[src/verilog/dcr_pkg.sv]
package dcr_pkg;
	// Register offsets
	localparam logic [7:0] OFS_CTRL = 8'h08;
	localparam logic [7:0] OFS_SRC_A = 8'h09;
	localparam logic [7:0] OFS_DST_A = 8'h0A;
	localparam logic [7:0] OFS_SRC_B = 8'h0B;
	localparam logic [7:0] OFS_DST_B = 8'h0C;
	localparam logic [7:0] OFS_TIM = 8'h0D;
	localparam logic [7:0] OFS_GPIO = 8'h0E;
	localparam logic [7:0] OFS_DET_THR = 8'h0F;
	localparam logic [7:0] OFS_DET_CNT = 8'h10;
	localparam logic [7:0] OFS_COR_THR = 8'h11;
	localparam logic [7:0] OFS_COR_CNT = 8'h12;
	// Values after reset
	localparam logic [7:0] RST_CTRL = 8'h00;
	localparam logic [6:0] RST_XLATE = 7'h00;
	localparam logic [7:0] RST_TIM = 8'h36;
	localparam logic [7:0] RST_GPIO = 8'h6A;
	localparam logic [7:0] RST_THR = 8'h00;
	localparam logic [7:0] RST_RDATA = 8'h00;
	// Writable bits of the sync and error control register
	localparam logic [7:0] CTRL_WMASK = 8'hDF;
	// Field positions
	localparam int unsigned B_VS_INV = 7;
	localparam int unsigned B_HS_INV = 6;
	localparam int unsigned B_EQ_FLAG = 4;
	localparam int unsigned B_STAG_DIS = 3;
	localparam int unsigned B_AUTOCLR = 2;
	localparam int unsigned B_LOCACK = 7;
	localparam int unsigned B_GPI_EN = 5;
	localparam int unsigned B_B_DRV = 3;
	localparam int unsigned B_A_DRV = 1;
	// Counter width and synchroniser width in bits
	localparam int unsigned CNT_W = 8;
	localparam int unsigned SYNC_W = 4;
	// Cycles after reset release before the synchronised strap is valid
	localparam logic [1:0] STRAP_WAIT = 2'h2;
	// Error source selections
	typedef enum logic [1:0] {
		ESEL_DETECTED = 2'h0,
		ESEL_CORRECTED = 2'h1,
		ESEL_EITHER = 2'h2,
		ESEL_BOTH = 2'h3
	} dcr_esel_e;
endpackage : dcr_pkg

[src/verilog/dcr_cnt_if.sv]
`timescale 1ns/1ps
`default_nettype none
// Event, clear and count of one error counter
interface dcr_cnt_if #(parameter int W = 8);
	logic inc;
	logic clr;
	logic [W-1:0] cnt;
	modport owner (input inc, input clr, output cnt);
	modport user (output inc, output clr, input cnt);
endinterface : dcr_cnt_if
`default_nettype wire

[src/verilog/dcr_err_counter.sv]
`timescale 1ns/1ps
`default_nettype none
module dcr_err_counter import dcr_pkg::*; #(
	parameter int W = CNT_W
) (
	// Clock and reset
	input wire logic clk_i,
	input wire logic rst_n_i,
	// Counter event, clear and value
	dcr_cnt_if.owner cnt_if
);
	logic [W-1:0] cnt_r, cnt_nxt;

	if (W < 1 || W != $bits(cnt_if.cnt))
	begin : g_chk
		$error("dcr_err_counter width does not match its interface");
	end

	// Saturating count; an event in the clearing cycle still counts
	always_comb
	begin
		cnt_nxt = cnt_r;
		if (cnt_if.clr)
			cnt_nxt = cnt_if.inc ? W'(1) : '0;
		else if (cnt_if.inc && cnt_r != {W{1'b1}})
			cnt_nxt = cnt_r + W'(1);
	end

	// Count register
	always_ff @(posedge clk_i)
	begin
		if (!rst_n_i)
			cnt_r <= '0;
		else
			cnt_r <= cnt_nxt;
	end

	assign cnt_if.cnt = cnt_r;

	// Checks on the counter
	sat_hold_a: assert property (@(posedge clk_i) disable iff (!rst_n_i)
		(cnt_r == {W{1'b1}} && !cnt_if.clr) |=> cnt_r == {W{1'b1}})
		else $error("counter left saturation without clear");
	set_wins_a: assert property (@(posedge clk_i) disable iff (!rst_n_i)
		(cnt_if.clr && cnt_if.inc) |=> cnt_r == W'(1))
		else $error("event lost during clear");
	count_step_a: assert property (@(posedge clk_i) disable iff (!rst_n_i)
		(!cnt_if.clr && cnt_if.inc && cnt_r != {W{1'b1}}) |=> cnt_r == $past(cnt_r) + W'(1))
		else $error("counter did not step by one");
endmodule : dcr_err_counter
`default_nettype wire

[src/verilog/dcr_regs_top.sv]
`timescale 1ns/1ps
`default_nettype none
module dcr_regs_top import dcr_pkg::*; (
	// Clock and reset
	input wire logic CLK_SYS_I,
	input wire logic RST_N_I,
	// Register access from the control channel
	input wire logic [7:0] REG_ADDR_I,
	input wire logic [7:0] REG_WDATA_I,
	input wire logic REG_WR_I,
	input wire logic REG_RD_I,
	output logic [7:0] REG_RDATA_O,
	output logic REG_RVALID_O,
	// Sync signals in and out
	input wire logic VSYNC_I,
	input wire logic HSYNC_I,
	output logic VSYNC_O,
	output logic HSYNC_O,
	// Link error events and error pin
	input wire logic DET_ERR_I,
	input wire logic CORR_ERR_I,
	output logic ERR_O,
	// Startup strap, rate-equal flag and stagger disable
	input wire logic DOUBLE_RATE_PIN_I,
	output logic DOUBLE_RATE_SELECT_O,
	output logic RATE_SETTING_EQUAL_O,
	output logic STAGGER_DISABLE_O,
	// Address translation entries
	output logic [6:0] XLATE_SRC_FIRST_O,
	output logic [6:0] XLATE_DST_FIRST_O,
	output logic [6:0] XLATE_SRC_SECOND_O,
	output logic [6:0] XLATE_DST_SECOND_O,
	// Control channel timing
	output logic LOCAL_ACK_ENABLE_O,
	output logic [1:0] SLAVE_SETUP_HOLD_SEL_O,
	output logic [2:0] MASTER_BITRATE_SEL_O,
	output logic [1:0] SLAVE_TIMEOUT_SEL_O,
	// General-purpose input and its forwarded level
	input wire logic GPI_PIN_I,
	output logic GPI_FORWARD_O,
	// First port pin
	input wire logic PIO_A_I,
	output logic PIO_A_O,
	output logic PIO_A_OE_O,
	// Second port pin
	input wire logic PIO_B_I,
	output logic PIO_B_O,
	output logic PIO_B_OE_O
);
	////////////////////////////////////////////////////////////////////////////////
	// Declarations

	logic [7:0] ctrl_r, ctrl_nxt;
	logic [6:0] xlate_r [0:3];
	logic [6:0] xlate_nxt [0:3];
	logic [7:0] tim_r, tim_nxt;
	logic gpi_en_r, gpi_en_nxt;
	logic a_drv_r, a_drv_nxt;
	logic b_drv_r, b_drv_nxt;
	logic a_oe_r, a_oe_nxt;
	logic b_oe_r, b_oe_nxt;
	logic [7:0] det_thr_r, det_thr_nxt;
	logic [7:0] cor_thr_r, cor_thr_nxt;
	logic [7:0] rdata_r, rdata_nxt;
	logic rvalid_r, rvalid_nxt;
	logic dbl_r, dbl_nxt;
	logic strap_done_r, strap_done_nxt;
	logic [1:0] strap_wait_r, strap_wait_nxt;
	logic vs_r, vs_nxt;
	logic hs_r, hs_nxt;
	logic err_r, err_nxt;
	logic gpi_fwd_r, gpi_fwd_nxt;
	logic [SYNC_W-1:0] pin_sync;
	logic dbl_sync, gpi_lvl, a_lvl, b_lvl;
	logic det_hit, cor_hit, autoclr;
	logic [1:0] xlate_idx;
	dcr_esel_e esel;

	dcr_cnt_if #(.W(CNT_W)) det_if ();
	dcr_cnt_if #(.W(CNT_W)) cor_if ();

	////////////////////////////////////////////////////////////////////////////////
	// Helpers

	// Threshold reached by a non-zero count
	function automatic logic thr_hit(input logic [7:0] cnt, input logic [7:0] thr);
		thr_hit = (cnt != 8'h00) && (cnt >= thr);
	endfunction : thr_hit

	////////////////////////////////////////////////////////////////////////////////
	// Pin synchronisers and error counters

	// Strap, input and port pins come from outside the clock domain
	dcr_sync #(.W(SYNC_W)) u_pin_sync (
		.clk_i(CLK_SYS_I),
		.rst_n_i(RST_N_I),
		.d_i({DOUBLE_RATE_PIN_I, GPI_PIN_I, PIO_A_I, PIO_B_I}),
		.q_o(pin_sync)
	);

	assign dbl_sync = pin_sync[3];
	assign gpi_lvl = pin_sync[2];
	assign a_lvl = pin_sync[1];
	assign b_lvl = pin_sync[0];

	// Autoclear: reading a count register clears it
	assign autoclr = ctrl_r[B_AUTOCLR];
	assign det_if.inc = DET_ERR_I;
	assign det_if.clr = autoclr && REG_RD_I && REG_ADDR_I == OFS_DET_CNT;
	assign cor_if.inc = CORR_ERR_I;
	assign cor_if.clr = autoclr && REG_RD_I && REG_ADDR_I == OFS_COR_CNT;

	// Detected-error counter
	dcr_err_counter #(.W(CNT_W)) u_det_cnt (
		.clk_i(CLK_SYS_I),
		.rst_n_i(RST_N_I),
		.cnt_if(det_if)
	);

	// Corrected-error counter
	dcr_err_counter #(.W(CNT_W)) u_cor_cnt (
		.clk_i(CLK_SYS_I),
		.rst_n_i(RST_N_I),
		.cnt_if(cor_if)
	);

	////////////////////////////////////////////////////////////////////////////////
	// Configuration registers

	assign xlate_idx = 2'(REG_ADDR_I - OFS_SRC_A);

	// Write decode; reserved bits keep their defaults
	always_comb
	begin
		ctrl_nxt = ctrl_r;
		xlate_nxt = xlate_r;
		tim_nxt = tim_r;
		gpi_en_nxt = gpi_en_r;
		a_drv_nxt = a_drv_r;
		b_drv_nxt = b_drv_r;
		det_thr_nxt = det_thr_r;
		cor_thr_nxt = cor_thr_r;
		if (REG_WR_I)
		begin
			if (REG_ADDR_I == OFS_CTRL)
				ctrl_nxt = (REG_WDATA_I & CTRL_WMASK) | (RST_CTRL & ~CTRL_WMASK);
			else if (REG_ADDR_I >= OFS_SRC_A && REG_ADDR_I <= OFS_DST_B)
				xlate_nxt[xlate_idx] = REG_WDATA_I[7:1];
			else if (REG_ADDR_I == OFS_TIM)
				tim_nxt = REG_WDATA_I;
			else if (REG_ADDR_I == OFS_GPIO)
			begin
				gpi_en_nxt = REG_WDATA_I[B_GPI_EN];
				b_drv_nxt = REG_WDATA_I[B_B_DRV];
				a_drv_nxt = REG_WDATA_I[B_A_DRV];
			end
			else if (REG_ADDR_I == OFS_DET_THR)
				det_thr_nxt = REG_WDATA_I;
			else if (REG_ADDR_I == OFS_COR_THR)
				cor_thr_nxt = REG_WDATA_I;
		end
	end

	// Configuration storage
	always_ff @(posedge CLK_SYS_I)
	begin
		if (!RST_N_I)
		begin
			ctrl_r <= RST_CTRL;
			for (int i = 0; i < 4; i++)
				xlate_r[i] <= RST_XLATE;
			tim_r <= RST_TIM;
			gpi_en_r <= RST_GPIO[B_GPI_EN];
			a_drv_r <= RST_GPIO[B_A_DRV];
			b_drv_r <= RST_GPIO[B_B_DRV];
			det_thr_r <= RST_THR;
			cor_thr_r <= RST_THR;
		end
		else
		begin
			ctrl_r <= ctrl_nxt;
			xlate_r <= xlate_nxt;
			tim_r <= tim_nxt;
			gpi_en_r <= gpi_en_nxt;
			a_drv_r <= a_drv_nxt;
			b_drv_r <= b_drv_nxt;
			det_thr_r <= det_thr_nxt;
			cor_thr_r <= cor_thr_nxt;
		end
	end

	////////////////////////////////////////////////////////////////////////////////
	// Read path

	// Read decode; unmapped addresses read zero
	always_comb
	begin
		rvalid_nxt = REG_RD_I;
		rdata_nxt = rdata_r;
		if (REG_RD_I)
		begin
			if (REG_ADDR_I == OFS_CTRL)
				rdata_nxt = ctrl_r;
			else if (REG_ADDR_I >= OFS_SRC_A && REG_ADDR_I <= OFS_DST_B)
				rdata_nxt = {xlate_r[xlate_idx], 1'b0};
			else if (REG_ADDR_I == OFS_TIM)
				rdata_nxt = tim_r;
			else if (REG_ADDR_I == OFS_GPIO)
				rdata_nxt = {RST_GPIO[7:6], gpi_en_r, gpi_lvl, b_drv_r, b_lvl, a_drv_r, a_lvl};
			else if (REG_ADDR_I == OFS_DET_THR)
				rdata_nxt = det_thr_r;
			else if (REG_ADDR_I == OFS_DET_CNT)
				rdata_nxt = det_if.cnt;
			else if (REG_ADDR_I == OFS_COR_THR)
				rdata_nxt = cor_thr_r;
			else if (REG_ADDR_I == OFS_COR_CNT)
				rdata_nxt = cor_if.cnt;
			else
				rdata_nxt = RST_RDATA;
		end
	end

	// Read data holds until the next read
	always_ff @(posedge CLK_SYS_I)
	begin
		if (!RST_N_I)
		begin
			rdata_r <= RST_RDATA;
			rvalid_r <= 1'b0;
		end
		else
		begin
			rdata_r <= rdata_nxt;
			rvalid_r <= rvalid_nxt;
		end
	end

	////////////////////////////////////////////////////////////////////////////////
	// Startup strap

	// Capture the strap once; the synchroniser is cleared by reset and needs two edges to refill
	always_comb
	begin
		dbl_nxt = dbl_r;
		strap_done_nxt = strap_done_r;
		strap_wait_nxt = strap_wait_r;
		if (!strap_done_r)
		begin
			if (strap_wait_r == STRAP_WAIT)
			begin
				dbl_nxt = dbl_sync;
				strap_done_nxt = 1'b1;
			end
			else
				strap_wait_nxt = strap_wait_r + 2'h1;
		end
	end

	// Strap storage
	always_ff @(posedge CLK_SYS_I)
	begin
		if (!RST_N_I)
		begin
			dbl_r <= 1'b0;
			strap_done_r <= 1'b0;
			strap_wait_r <= 2'h0;
		end
		else
		begin
			dbl_r <= dbl_nxt;
			strap_done_r <= strap_done_nxt;
			strap_wait_r <= strap_wait_nxt;
		end
	end

	////////////////////////////////////////////////////////////////////////////////
	// Sync, error and pin outputs

	assign esel = dcr_esel_e'(ctrl_r[1:0]);
	assign det_hit = thr_hit(det_if.cnt, det_thr_r);
	assign cor_hit = thr_hit(cor_if.cnt, cor_thr_r);

	// Output values; ports are open drain, enabled while driving low
	always_comb
	begin
		vs_nxt = VSYNC_I ^ ctrl_r[B_VS_INV];
		hs_nxt = HSYNC_I ^ ctrl_r[B_HS_INV];
		gpi_fwd_nxt = gpi_en_r & gpi_lvl;
		a_oe_nxt = ~a_drv_nxt;
		b_oe_nxt = ~b_drv_nxt;
		case (esel)
			ESEL_DETECTED: err_nxt = det_hit;
			ESEL_CORRECTED: err_nxt = cor_hit;
			ESEL_EITHER: err_nxt = det_hit | cor_hit;
			ESEL_BOTH: err_nxt = det_hit & cor_hit;
			default: err_nxt = det_hit;
		endcase
	end

	// Output registers
	always_ff @(posedge CLK_SYS_I)
	begin
		if (!RST_N_I)
		begin
			vs_r <= 1'b0;
			hs_r <= 1'b0;
			err_r <= 1'b0;
			gpi_fwd_r <= 1'b0;
			a_oe_r <= ~RST_GPIO[B_A_DRV];
			b_oe_r <= ~RST_GPIO[B_B_DRV];
		end
		else
		begin
			vs_r <= vs_nxt;
			hs_r <= hs_nxt;
			err_r <= err_nxt;
			gpi_fwd_r <= gpi_fwd_nxt;
			a_oe_r <= a_oe_nxt;
			b_oe_r <= b_oe_nxt;
		end
	end

	// Port map
	assign REG_RDATA_O = rdata_r;
	assign REG_RVALID_O = rvalid_r;
	assign VSYNC_O = vs_r;
	assign HSYNC_O = hs_r;
	assign ERR_O = err_r;
	assign DOUBLE_RATE_SELECT_O = dbl_r;
	assign RATE_SETTING_EQUAL_O = ctrl_r[B_EQ_FLAG];
	assign STAGGER_DISABLE_O = ctrl_r[B_STAG_DIS];
	assign XLATE_SRC_FIRST_O = xlate_r[0];
	assign XLATE_DST_FIRST_O = xlate_r[1];
	assign XLATE_SRC_SECOND_O = xlate_r[2];
	assign XLATE_DST_SECOND_O = xlate_r[3];
	assign LOCAL_ACK_ENABLE_O = tim_r[B_LOCACK];
	assign SLAVE_SETUP_HOLD_SEL_O = tim_r[6:5];
	assign MASTER_BITRATE_SEL_O = tim_r[4:2];
	assign SLAVE_TIMEOUT_SEL_O = tim_r[1:0];
	assign GPI_FORWARD_O = gpi_fwd_r;
	assign PIO_A_O = a_drv_r;
	assign PIO_A_OE_O = a_oe_r;
	assign PIO_B_O = b_drv_r;
	assign PIO_B_OE_O = b_oe_r;

	////////////////////////////////////////////////////////////////////////////////
	// Checks

	vs_invert_a: assert property (@(posedge CLK_SYS_I) disable iff (!RST_N_I)
		1'b1 |=> VSYNC_O == ($past(VSYNC_I) ^ $past(ctrl_r[B_VS_INV])))
		else $error("vsync inversion wrong");
	reset_defaults_a: assert property (@(posedge CLK_SYS_I) disable iff (!RST_N_I)
		$rose(RST_N_I) |-> (ctrl_r == RST_CTRL && tim_r == RST_TIM && gpi_en_r && a_drv_r && b_drv_r))
		else $error("register default wrong after reset");
	gpi_readback_a: assert property (@(posedge CLK_SYS_I) disable iff (!RST_N_I)
		(REG_RD_I && REG_ADDR_I == OFS_GPIO) |=> REG_RDATA_O[4] == $past(gpi_lvl) && REG_RVALID_O)
		else $error("input level readback wrong");
	err_select_a: assert property (@(posedge CLK_SYS_I) disable iff (!RST_N_I)
		(esel == ESEL_DETECTED) |=> ERR_O == $past(det_hit))
		else $error("error pin does not follow detected errors");
	det_ro_a: assert property (@(posedge CLK_SYS_I) disable iff (!RST_N_I)
		(REG_WR_I && REG_ADDR_I == OFS_DET_CNT && !DET_ERR_I && !det_if.clr) |=> $stable(det_if.cnt))
		else $error("write changed detected count");
	reserved_read_a: assert property (@(posedge CLK_SYS_I) disable iff (!RST_N_I)
		(REG_RD_I && REG_ADDR_I == OFS_GPIO) |=> REG_RDATA_O[7:6] == RST_GPIO[7:6])
		else $error("reserved bits read wrong");
	autoclear_a: assert property (@(posedge CLK_SYS_I) disable iff (!RST_N_I)
		(autoclr && REG_RD_I && REG_ADDR_I == OFS_DET_CNT && !DET_ERR_I) |=> det_if.cnt == 8'h00)
		else $error("autoclear did not clear detected count");
	strap_hold_a: assert property (@(posedge CLK_SYS_I) disable iff (!RST_N_I)
		strap_done_r |=> $stable(dbl_r) && strap_done_r)
		else $error("latched double-rate selection changed");
endmodule : dcr_regs_top
`default_nettype wire

[src/verilog/dcr_sync.sv]
`timescale 1ns/1ps
`default_nettype none
module dcr_sync import dcr_pkg::*; #(
	parameter int W = SYNC_W
) (
	// Clock and reset
	input wire logic clk_i,
	input wire logic rst_n_i,
	// Asynchronous levels in, synchronised levels out
	input wire logic [W-1:0] d_i,
	output logic [W-1:0] q_o
);
	logic [W-1:0] meta_r, meta_nxt, sync_r, sync_nxt;

	if (W < 1)
	begin : g_chk
		$error("dcr_sync width must be at least one");
	end

	// First stage feeds only the second
	always_comb
	begin
		meta_nxt = d_i;
		sync_nxt = meta_r;
	end

	// Two-stage register chain
	always_ff @(posedge clk_i)
	begin
		if (!rst_n_i)
		begin
			meta_r <= '0;
			sync_r <= '0;
		end
		else
		begin
			meta_r <= meta_nxt;
			sync_r <= sync_nxt;
		end
	end

	assign q_o = sync_r;
endmodule : dcr_sync
`default_nettype wire
[config.mk]
export PLATFORM = sky130hd
export DESIGN_NAME = dcr_regs_top
export DESIGN_NICKNAME = d
export VERILOG_FILES = /design/src/verilog/dcr_pkg.sv /design/src/verilog/dcr_cnt_if.sv /design/src/verilog/dcr_err_counter.sv /design/src/verilog/dcr_regs_top.sv /design/src/verilog/dcr_sync.sv
export SDC_FILE = /design/constraint.sdc
export NUM_CORES = 1
export LEC_CHECK = 0
export BUFFER_PORTS_ARGS = -buffer_cell sky130_fd_sc_hd__buf_2
export CORE_MARGIN = 4
export CORE_UTILIZATION = 60
export CTS_BUF_LIST = sky130_fd_sc_hd__clkbuf_8
export DETAILED_ROUTE_END_ITERATION = 10
export PLACE_DENSITY = 0.93
export SYNTH_ARGS = -nofsm -noshare
export SYNTH_HDL_FRONTEND = slang
export SYNTH_SLANG_ARGS = --single-unit
[constraint.sdc]
create_clock -name CLK_SYS_I -period 4 [get_ports CLK_SYS_I]
set_input_delay 0.8 -clock CLK_SYS_I [delete_from_list [all_inputs] [get_ports CLK_SYS_I]]
set_output_delay 0.8 -clock CLK_SYS_I [all_outputs]
set_load 0.005 [all_outputs]
Yosys cells after proc, flatten, opt, wreduce, memory -nomap -nowiden
Cells that the tools add are included.
{ "totals": {"out_inout_bits": 56, "wordCells": 119, "in_bits": 28, "regBits": 105} }
{ "op_classes": {"reduce_logical": 22, "bitwise_logic": 15, "n_eq_ne": 13, "muxes": 33, "add_sub_neg": 4, "magnitude_cmp": 6} }
{ "ops": {"columns": ["cell", "n"], "rows": [
  ["$mux W8", 12],
  ["$eq A8 B4 Y1 const B", 4],
  ["$bwmux W28", 1],
  ["$eq A8 B5 Y1 const B", 3],
  ["$mux W7", 3],
  ["$add A8 B1 Y8 const B", 2],
  ["$ge A8 B8 Y1", 2],
  ["$ne A8 B8 Y1 const B", 2],
  ["$reduce_bool A8 Y1", 2],
  ["$bmux W7 S2", 1],
  ["$demux W7 S2", 1],
  ["$mux W1", 14],
  ["$logic_and A1 B1 Y1", 9],
  ["$not A1 Y1", 9],
  ["$ge A8 B4 Y1 const B", 1],
  ["$le A8 B4 Y1 const B", 1],
  ["$reduce_and A7 Y1", 1],
  ["$eq A2 B2 Y1 const B", 3],
  ["$reduce_and A2 Y1", 3],
  ["$reduce_and A6 Y1", 1],
  ["$reduce_and A5 Y1", 1],
  ["$pmux W1 S4", 1],
  ["$reduce_and A4 Y1", 1],
  ["$reduce_bool A2 Y1", 2],
  ["11 further kinds", 13]
]} }

Longest topological paths before layout
Gate-level depths: netlist of the first run.
{ "logic_depth": {"ltp_word": 9, "depth_mapped": 10, "ltp_nobuf": 7} }

Cells and area by module
Synthesis of the first run repeated with hierarchy kept, for this count alone.
{ "unflattened": {"hier_cells": 618, "hier_area_um2": 5474.0} }
{ "modules_own_cells": {"columns": ["mod", "area_per_inst_um2", "seq_area_each_um2", "n_inst", "cells_each"], "rows": [
  ["dcr_regs_top", 4410.5, 1621.6, 1, 504],
  ["dcr_err_counter", 426.7, 160.2, 2, 49],
  ["dcr_sync", 210.2, 160.2, 1, 16]
]} }

Worst setup path after synthesis of the first run
OpenSTA, ideal clock, no wires.
{ "synth_timing": {"path_type": "input to register", "start": "in REG_ADDR_I[0]", "end": "reg tim_r[1]", "n_path_buf": 1, "cell_stages": 8, "setup_ns": 0.129, "setup_slack_ns": 1.219, "arrival_time_ns": 2.652, "required_ns": 3.871, "path_cell_list": "buf_2 -> inv_1 -> ha_1 -> nor2b_1 -> a31oi_1 -> nand4_2 -> mux2i_1 -> nand2_1"} }
{ "synth_via": {"elab_chain_cells": 4, "elab_cells_between_ends": 8, "cone_classes": "order compare: 2; eq/ne: 2; bitwise: 2; reduce/logical: 2"} }
{ "synth_rtl": {"columns": ["item", "line", "rtl"], "rows": [
  ["start: declaration", "dcr_regs_top.sv:8", "input wire logic [7:0] REG_ADDR_I,"],
  ["$ge A8 B4 Y1 / $le A8 B4 Y1 (equally long branches)", "dcr_regs_top.sv:147", "else if (REG_ADDR_I >= OFS_SRC_A && REG_ADDR_I <= OFS_DST_B)"],
  ["$logic_and A1 B1 Y1", "dcr_regs_top.sv:147", null],
  ["$not A1 Y1 (no line)", null, null],
  ["$reduce_and A4 Y1 (no line) (*)", null, null],
  ["end signal: assignment", "dcr_regs_top.sv:183", "tim_r <= tim_nxt;"],
  ["end: declaration", "dcr_regs_top.sv:56", "logic [7:0] tim_r, tim_nxt;"]
]} }
Every way passes the cells marked *; elsewhere a longest branch is shown, timed or not.
A chain may end at the register's enable or synchronous reset.

Final worst setup path of the first run
{ "layout_timing": {"start": "in REG_ADDR_I[0]", "end": "reg xlate_r (netlist bit XLATE_DST_SECOND_O[2])"} }
{ "layout_via": {"elab_chain_cells": 7, "elab_cells_between_ends": 14, "cone_classes": "add/sub: 1; order compare: 4; eq/ne: 1; mux: 3; bitwise: 2; reduce/logical: 3"} }
{ "layout_rtl": {"columns": ["item", "line", "rtl"], "rows": [
  ["$sub A2 B1 Y2", "dcr_regs_top.sv:130", "assign xlate_idx = 2'(REG_ADDR_I - OFS_SRC_A);"],
  ["$not A2 Y3 (implied by the code)", "dcr_regs_top.sv:148", "xlate_nxt[xlate_idx] = REG_WDATA_I[7:1];"],
  ["$ge A3 B3 Y1 (implied by the code) / $lt A3 B1 Y1 (equally long branches)", "dcr_regs_top.sv:148", null],
  ["$logic_and A1 B1 Y1 (implied by the code)", "dcr_regs_top.sv:148", null],
  ["$mux W7 (implied by the code)", "dcr_regs_top.sv:148", null],
  ["$demux W7 S2", "dcr_regs_top.sv:148", null],
  ["$bwmux W28", "dcr_regs_top.sv:148", null],
  ["end signal: assignment", "dcr_regs_top.sv:182", "xlate_r <= xlate_nxt;"],
  ["end: declaration", "dcr_regs_top.sv:54", "logic [6:0] xlate_r [0:3];"]
]} }
Parallel ways exist; a longest one is shown, timed or not.

==> results of run 1 <==
==> sequential cells by signal (all words and copies together), names as in the netlist, 2 cells and up <==
signal / cells
REG_RDATA_O: 8
XLATE_DST_FIRST_O: 7
XLATE_DST_SECOND_O: 7
XLATE_SRC_FIRST_O: 7
XLATE_SRC_SECOND_O: 7
cor_thr_r: 8
ctrl_r: 7
det_thr_r: 8
strap_wait_r: 2
tim_r: 8
u_cor_cnt.cnt_if.cnt: 8
u_det_cnt.cnt_if.cnt: 8
u_pin_sync.meta_r: 4
u_pin_sync.q_o: 4
==> synthesized netlist by cell type, types with 7 or more instances <==
| library cell | n | share of area [%] |
|---|---|---|
| sky130_fd_sc_hd__xnor2_1 | 8 | 1.3 |
| sky130_fd_sc_hd__o21ai_0 | 22 | 2.0 |
| sky130_fd_sc_hd__mux4_2 | 7 | 2.9 |
| sky130_fd_sc_hd__clkbuf_1 | 23 | 1.6 |
| sky130_fd_sc_hd__nor3_1 | 9 | 0.82 |
| sky130_fd_sc_hd__ha_1 | 26 | 6.0 |
| sky130_fd_sc_hd__dfxtp_1 | 105 | 38 |
| sky130_fd_sc_hd__nand2b_1 | 7 | 0.80 |
| sky130_fd_sc_hd__a21oi_1 | 25 | 2.3 |
| sky130_fd_sc_hd__and2_1 | 15 | 1.7 |
| sky130_fd_sc_hd__inv_1 | 29 | 2.0 |
| sky130_fd_sc_hd__a21boi_0 | 13 | 1.8 |
| sky130_fd_sc_hd__nor2_1 | 21 | 1.4 |
| sky130_fd_sc_hd__mux2i_1 | 49 | 9.0 |
| sky130_fd_sc_hd__xor2_1 | 8 | 1.3 |
| sky130_fd_sc_hd__nand3b_1 | 7 | 0.96 |
| sky130_fd_sc_hd__buf_2 | 8 | 0.73 |
| sky130_fd_sc_hd__nor2b_1 | 36 | 4.1 |
| sky130_fd_sc_hd__nand4_1 | 7 | 0.80 |
| sky130_fd_sc_hd__nand2_1 | 82 | 5.6 |
| sky130_fd_sc_hd__nand3_1 | 24 | 2.2 |
==> cells in the final DEF (no fill, tap or decap), types with 8 or more instances in the layout <==
| cell type | n |
|---|---|
| sky130_fd_sc_hd__a21boi_0 | 13 |
| sky130_fd_sc_hd__a21oi_1 | 25 |
| sky130_fd_sc_hd__nor2_1 | 21 |
| sky130_fd_sc_hd__nand2_1 | 82 |
| sky130_fd_sc_hd__clkbuf_8 | 9 |
| sky130_fd_sc_hd__and2_1 | 15 |
| sky130_fd_sc_hd__mux2i_1 | 49 |
| sky130_fd_sc_hd__ha_1 | 26 |
| sky130_fd_sc_hd__nor3_1 | 9 |
| sky130_fd_sc_hd__xnor2_1 | 8 |
| sky130_fd_sc_hd__dfxtp_1 | 105 |
| sky130_fd_sc_hd__nand3_1 | 24 |
| sky130_fd_sc_hd__inv_1 | 30 |
| sky130_fd_sc_hd__o21ai_0 | 22 |
| sky130_fd_sc_hd__nor2b_1 | 36 |
| sky130_fd_sc_hd__buf_2 | 83 |
| sky130_fd_sc_hd__xor2_1 | 8 |
==> how the worst max path moves through the flow <==
stage / cells past startpoint / endpoint / start / slack [ns]
final: 9 / XLATE_DST_SECOND_O[2] / REG_ADDR_I[0] / 1.14
after global routing: 9 / XLATE_DST_SECOND_O[2] / REG_ADDR_I[0] / 0.91
after CTS: 9 / XLATE_DST_SECOND_O[2] / REG_ADDR_I[0] / 1.21
after detailed placement: 9 / XLATE_DST_SECOND_O[2] / REG_ADDR_I[0] / 0.81
after global placement: 8 / det_thr_r[1] / REG_ADDR_I[0] / 0.92
after floorplan: 8 / tim_r[1] / REG_ADDR_I[0] / 1.22
==> final cells by class <==
type                    instances  area, um^2
clock buffers                   9       123.9
clock inverters                 7       65.06
fillers                       651        2700
flip-flops and latches        105        2102
repair buffers                 89       460.4
well taps                     108       135.1
multi-input cells             444        3110
inverters                      29       108.9
==> per-layer routing <==
| metal | track usage [%] | part of all wire [%] |
|---|---|---|
| met1 | 38.54 | 39 |
| met3 | 4.292 | 9.4 |
| met2 | 46.91 | 47 |
| met4 | 14.94 | 4.4 |
| met5 | 0 | 0 |
==> power by group <==
group	total (W)	switching (W)	internal (W)	leakage [nW]
logic	0.000229	0.000139	0.0000904	1.73
clock network	0.000641	0.000402	0.000240	0.0963
registers	0.00109	0.0000147	0.00107	0.851
total	0.00196	0.000555	0.00140	2.67
==> cell families after synthesis <==
kind of cell | count (synthesis) | synth area share, %
and+or+nand+nor | 235 | 22.70
AOI/OAI and AO/OA | 111 | 13.86
DFF | 105 | 38.48
xor gates and xnor gates | 16 | 2.565
adders and majority gates | 26 | 5.955
muxes | 56 | 11.86
buffers and inverters | 62 | 4.581
==> stage by stage <==
stage	hold WS (ns)	instances	total power [W]	setup WS (ns)	instance area [um^2]
2_1_floorplan	0.4119	611	0.001262	1.219	5463
3_3_place_gp	0.4137	775	0.001319	0.9197	5917
3_5_place_dp	0.4217	775	0.001335	0.8096	5917
4_1_cts	0.4520	791	0.001957	1.210	6106
5_1_grt	0.4750	791	0.002019	0.9142	6106
6_report	0.4389	791	0.001956	1.139	6106
==> impl_summary.log, run 1 <==
INFO  metric drt-wirelength-per-cell = roughly 19 um
INFO  metric synth-edff-count = 0
INFO  metric synth-warning-count = 0
INFO  metric first_pass_grt_wire_length = between 20 and 25 mm
INFO  metric worst-path-max-fanout = 23
INFO  metric grt_setup_unrepaired = false
INFO  metric finalClockSkew = about 0.013 ns
INFO  metric ctsHtreeMaxLevel = 3
INFO  metric slowest_stage = sky130_fd_sc_hd__ha_1
INFO  metric critical_register_to_register_path_endpoint = ERR_O
INFO  metric worstSetupStartpointType = input pin
INFO  metric min_path_type = flop to flop
INFO  metric final_net_count = roughly 730
INFO  metric flow.area_growth_from_synthesis = 11.77%
INFO  metric vias = ~5,000
INFO  metric gp_congestion = roughly 1.0
INFO  metric synth.avg_cell_area = ~8.9 um^2
INFO  metric core-area = approximately 0.0088 mm^2
INFO  metric critical_path_required = about 4.3 ns
INFO  metric finish.utilization = a little over two thirds
INFO  metric cts_hold_repair.buffers = 0
INFO  metric ys_seq_elements = approximately 110
INFO  metric post_cts_resized = 0
INFO  metric postSynthCellCount = roughly 610
INFO  metric finalHoldViolCount = 0
INFO  metric ys_async_rst_share = 0%
INFO  metric worst-r2r-setup-slack = 2.05 ns
INFO  metric grt_max_degree = between 40 and 50
INFO  metric viasPerCell = about 6.3
INFO  metric worst_hold_path.endpoint = u_pin_sync.q_o[2]
INFO  metric clkSinkCount = approximately 110
INFO  metric peakVddDrop = 189.3 uV
INFO  metric num_antenna_cells = 0
INFO  metric crit_path_cell_trace = buf_2 -> inv_1 -> ha_1 -> nor2b_1 -> a21o_1 -> nor2_1 -> buf_4 -> nand3_2 -> mux2i_1
INFO  metric drc_errors = 0
INFO  metric worstReg2RegStart = u_cor_cnt.cnt_if.cnt[0]
INFO  metric setup_tns = 0 ns
INFO  metric drt-initial-drc-count = between 600 and 700
INFO  metric critical_path.max_stage_delay = around 0.68 ns
INFO  metric height_of_the_die = 103.4 um
INFO  metric clk_path_buf_depth = 2
INFO  metric min_period = roughly 2.9 ns
INFO  metric synth_fp_nets = 665
INFO  metric status = finished, final reports clean
INFO  metric post-cts-setup-buffers = 0
INFO  metric initial_core_util = around 62%
INFO  metric post_route_cells_drive_above_1_share = about 18%
INFO  metric via_count_of_the_first_global_routing_pass = between 4,000 and 5,000
INFO  metric worstRegToRegCells = 7
INFO  metric power_density = between 300 and 400 mW/mm^2
INFO  metric drt_pass1_iterations = 5
INFO  metric place.port_buffers = just over 80
INFO  metric timing.critical_path.buf_inv = 3
INFO  metric dpl.hpwl = between 10 and 15 mm
INFO  metric slew_headroom = between 40% and 50%
INFO  metric worst_hold_path.num_cells = 1
INFO  metric number_of_violations_of_the_max_capacitance_limit = 0
INFO  metric top_cell_family_by_delay_on_the_critical_path = adder cells
INFO  metric tritoncts.num_buffers = 9
INFO  metric worstSkewPairLatency = between 0.3 and 0.4 ns
INFO  metric hold_path_startpoint = u_pin_sync.meta_r[2]
INFO  metric crit_type = input pin to flop
INFO  metric die_x = around 100 um
INFO  metric max_freq = 349.5 MHz
INFO  metric finalMaxSlewViolations = 0
INFO  metric area_of_the_die = ~0.011 mm^2
INFO  metric total_congestion_overflow = 0
INFO  metric synth-main-ff-cell = sky130_fd_sc_hd__dfxtp_1
INFO  metric yosysSeqAreaShare = roughly two fifths
INFO  metric cts_tree = done
INFO  metric number_of_nets_with_antenna_violations_after_routing = 0
INFO  metric post_synth_instance_area = roughly 0.0055 mm^2
INFO  metric postRouteWirelength = ~15 mm
INFO  metric groute.usage.overall = approximately 29%
INFO  metric finalSetupViolations = 0
INFO  metric power.leakage = between 2 and 3 nW
INFO  metric worst_tran_pin_value = roughly 0.82 ns
INFO  metric initial_antenna_violation_count = 0
INFO  metric clk_pin_slew_worst_paths = 0.11 ns
INFO  metric timing.critical_path.arrival = around 3.2 ns
INFO  metric synthDistinctLibCells = 62
INFO  metric cts-root-buf = sky130_fd_sc_hd__clkbuf_8
INFO  metric standard_cell_rows = 34
INFO  metric finalCritPeriodShare = between 70% and 80%
INFO  metric num_io_pins = 84
INFO  metric cp-end-kind = flop
(Power assumes the default switching activity.)
==> run 2, diff against run 1 <==
--- a/config.mk
+++ b/config.mk
@@ -7,10 +7,10 @@
 export LEC_CHECK = 0
 export BUFFER_PORTS_ARGS = -buffer_cell sky130_fd_sc_hd__buf_2
 export CORE_MARGIN = 4
-export CORE_UTILIZATION = 60
+export CORE_UTILIZATION = 59
 export CTS_BUF_LIST = sky130_fd_sc_hd__clkbuf_8
 export DETAILED_ROUTE_END_ITERATION = 10
-export PLACE_DENSITY = 0.93
+export PLACE_DENSITY = 0.91
 export SYNTH_ARGS = -nofsm -noshare
 export SYNTH_HDL_FRONTEND = slang
 export SYNTH_SLANG_ARGS = --single-unit
==> constraint.sdc (replaced) <==
create_clock -name CLK_SYS_I -period 2.75 [get_ports CLK_SYS_I]
set_input_delay 0.55 -clock CLK_SYS_I [delete_from_list [all_inputs] [get_ports CLK_SYS_I]]
set_output_delay 0.55 -clock CLK_SYS_I [all_outputs]
set_load 0.005 [all_outputs]
==> impl_summary.log, run 2 (synthesis results as in run 1) <==
INFO  metric grt_setup_unrepaired = false
INFO  metric post-route-cell-area = between 0.006 and 0.007 mm^2
INFO  metric crit_path_cell_trace = buf_2 -> inv_1 -> ha_1 -> nor3b_1 -> a21o_1 -> nor2_1 -> nand3_2 -> mux2i_1
INFO  metric status = finished, final reports clean
INFO  metric post-cts-setup-buffers = 0
INFO  metric cp-end-kind = flop
INFO  metric drc_errors = 0
INFO  metric placement.cell_area = 0.005992 mm^2
INFO  metric crit_type = input pin to flop
INFO  metric clk_pin_slew_worst_paths = between 0.1 and 0.15 ns
INFO  metric min_path_type = input pin to flop
INFO  metric slowest_stage = sky130_fd_sc_hd__nor2_1
INFO  metric critical_path_required = 3.06 ns
INFO  metric flow.area_growth_from_synthesis = 13.06%
INFO  metric worstSkewPairLatency = approximately 0.38 ns
INFO  metric clkSinkCount = between 100 and 150
INFO  metric num_antenna_cells = 0
INFO  metric slew_headroom = 52.08%
INFO  metric finalSetupViolations = 0
INFO  metric timing.critical_path.arrival = roughly 2.6 ns
INFO  metric groute.usage.overall = 27.50%
INFO  metric drt-wirelength-per-cell = 18.59 um
INFO  metric timing.critical_path.buf_inv = 2
INFO  metric finalHoldViolCount = 0
INFO  metric pre_cts_ws = ~0.13 ns
INFO  metric total_congestion_overflow = 0
INFO  metric height_of_the_die = between 100 and 150 um
INFO  metric clk_path_buf_depth = 2
INFO  metric drt_pass1_iterations = 5
INFO  metric initial_antenna_violation_count = 0
INFO  metric first_pass_grt_wire_length = roughly 24 mm
INFO  metric gp_congestion = 0.9873
INFO  metric worst_tran_pin_value = slightly above 0.7 ns
INFO  metric place.port_buffers = 83
INFO  metric postRouteWirelength = ~15 mm
INFO  metric post_cts_resized = 0
INFO  metric finalCritPeriodShare = between 80 and 90%
INFO  metric ctsHtreeMaxLevel = 3
INFO  metric initial_core_util = 61.74%
INFO  metric worst-path-max-fanout = 11
INFO  metric power.leakage = 2.723 nW
INFO  metric final_critical_path_setup_slack = 0.5052 ns
INFO  metric post_route_cells_drive_above_1_share = 19.34%
INFO  metric tritoncts.num_buffers = 9
INFO  metric cts-root-buf = sky130_fd_sc_hd__clkbuf_8
INFO  metric peakVddDrop = around 370 uV
INFO  metric viasPerCell = ~6.2
INFO  metric grt_max_degree = 36
INFO  metric finalClockSkew = roughly 0.015 ns
INFO  metric num_io_pins = 84
INFO  metric core-area = a little under 0.009 mm^2
INFO  metric power_density = 461.9 mW/mm^2
INFO  metric worstSetupStartpointType = input pin
INFO  metric finish.utilization = 69.80%
INFO  metric final_net_count = between 700 and 800
INFO  metric top_cell_family_by_delay_on_the_critical_path = simple AND/OR/NAND/NOR gates
INFO  metric via_count_of_the_first_global_routing_pass = around 4,700
INFO  metric finalMaxSlewViolations = 0
INFO  metric critical_path.max_stage_delay = ~0.55 ns
INFO  metric drt-initial-drc-count = approximately 460
INFO  metric area_of_the_die = 0.01086 mm^2
INFO  metric layout.cells.most_common = sky130_fd_sc_hd__dfxtp_1
INFO  metric max_freq = 445.5 MHz
INFO  metric die_x = approximately 100 um
INFO  metric min_period = around 2.2 ns
INFO  metric number_of_violations_of_the_max_capacitance_limit = 0
INFO  metric number_of_nets_with_antenna_violations_after_routing = 0
INFO  metric most_used_cells_in_the_layout_excluding_fill_and_tap_cells = sky130_fd_sc_hd__dfxtp_1, sky130_fd_sc_hd__buf_2, sky130_fd_sc_hd__nand2_1, sky130_fd_sc_hd__mux2i_1, sky130_fd_sc_hd__nor2b_1
INFO  metric vias = around 5,000
INFO  metric setup_tns = 0 ns
INFO  metric standard_cell_rows = 34
INFO  metric cts_tree = done
INFO  metric cts_hold_repair.buffers = 0
INFO  metric worst-r2r-setup-slack = between 0.7 and 0.8 ns
INFO  metric dpl.hpwl = roughly 11 mm
-- run 2: changes by cell type in the layout (fill, tap and decap cells not counted) --
cell / delta
sky130_fd_sc_hd__buf_4: +10
sky130_fd_sc_hd__clkinv_8: -1
sky130_fd_sc_hd__inv_8: +1
-- run 2: worst paths after layout --
check,from,to,depth (start not counted)
max,REG_ADDR_I[1],XLATE_DST_FIRST_O[1],8
min,DOUBLE_RATE_PIN_I,u_pin_sync.meta_r[3],2
min reg2reg,u_pin_sync.meta_r[0],u_pin_sync.q_o[0],1
max reg2reg,u_cor_cnt.cnt_if.cnt[0],ERR_O,7
-- run 2: per-stage QoR --
stage | std cells | total power (W) | hold slack (ns)
final | 801 | 0.002853 | 0.3726
after global routing | 801 | 0.002970 | 0.3657
after CTS | 801 | 0.002852 | 0.3711
after detailed placement | 785 | 0.001957 | 0.4238
after global placement | 785 | 0.001935 | 0.4163
after floorplan | 611 | 0.001836 | 0.4119
-- run 2: cell type report --
type                       count  area, um^2
multi-input combinational    444        3110
tap                          108       135.1
clock inverter                 7       60.06
sequential                   105        2102
fill                         686        2673
inverter                      29       108.9
timing repair buffer          99       535.5
clock buffer                   9       123.9
-- run 2: where the power goes --
group / internal, W / switching, W
clock network: 0.000348 / 0.000577
registers: 0.00156 / 0.0000222
logic: 0.000140 / 0.000208
total: 0.00205 / 0.000807
-- run 2: layer usage --
layer  global-route usage [%]  vias up  wire (um)
li1                         -     2301          -
met1                    35.93     2330       6050
met2                    44.06      285       6935
met3                    7.200       45       1496
met4                    9.497        0        408
met5                        0        -          0
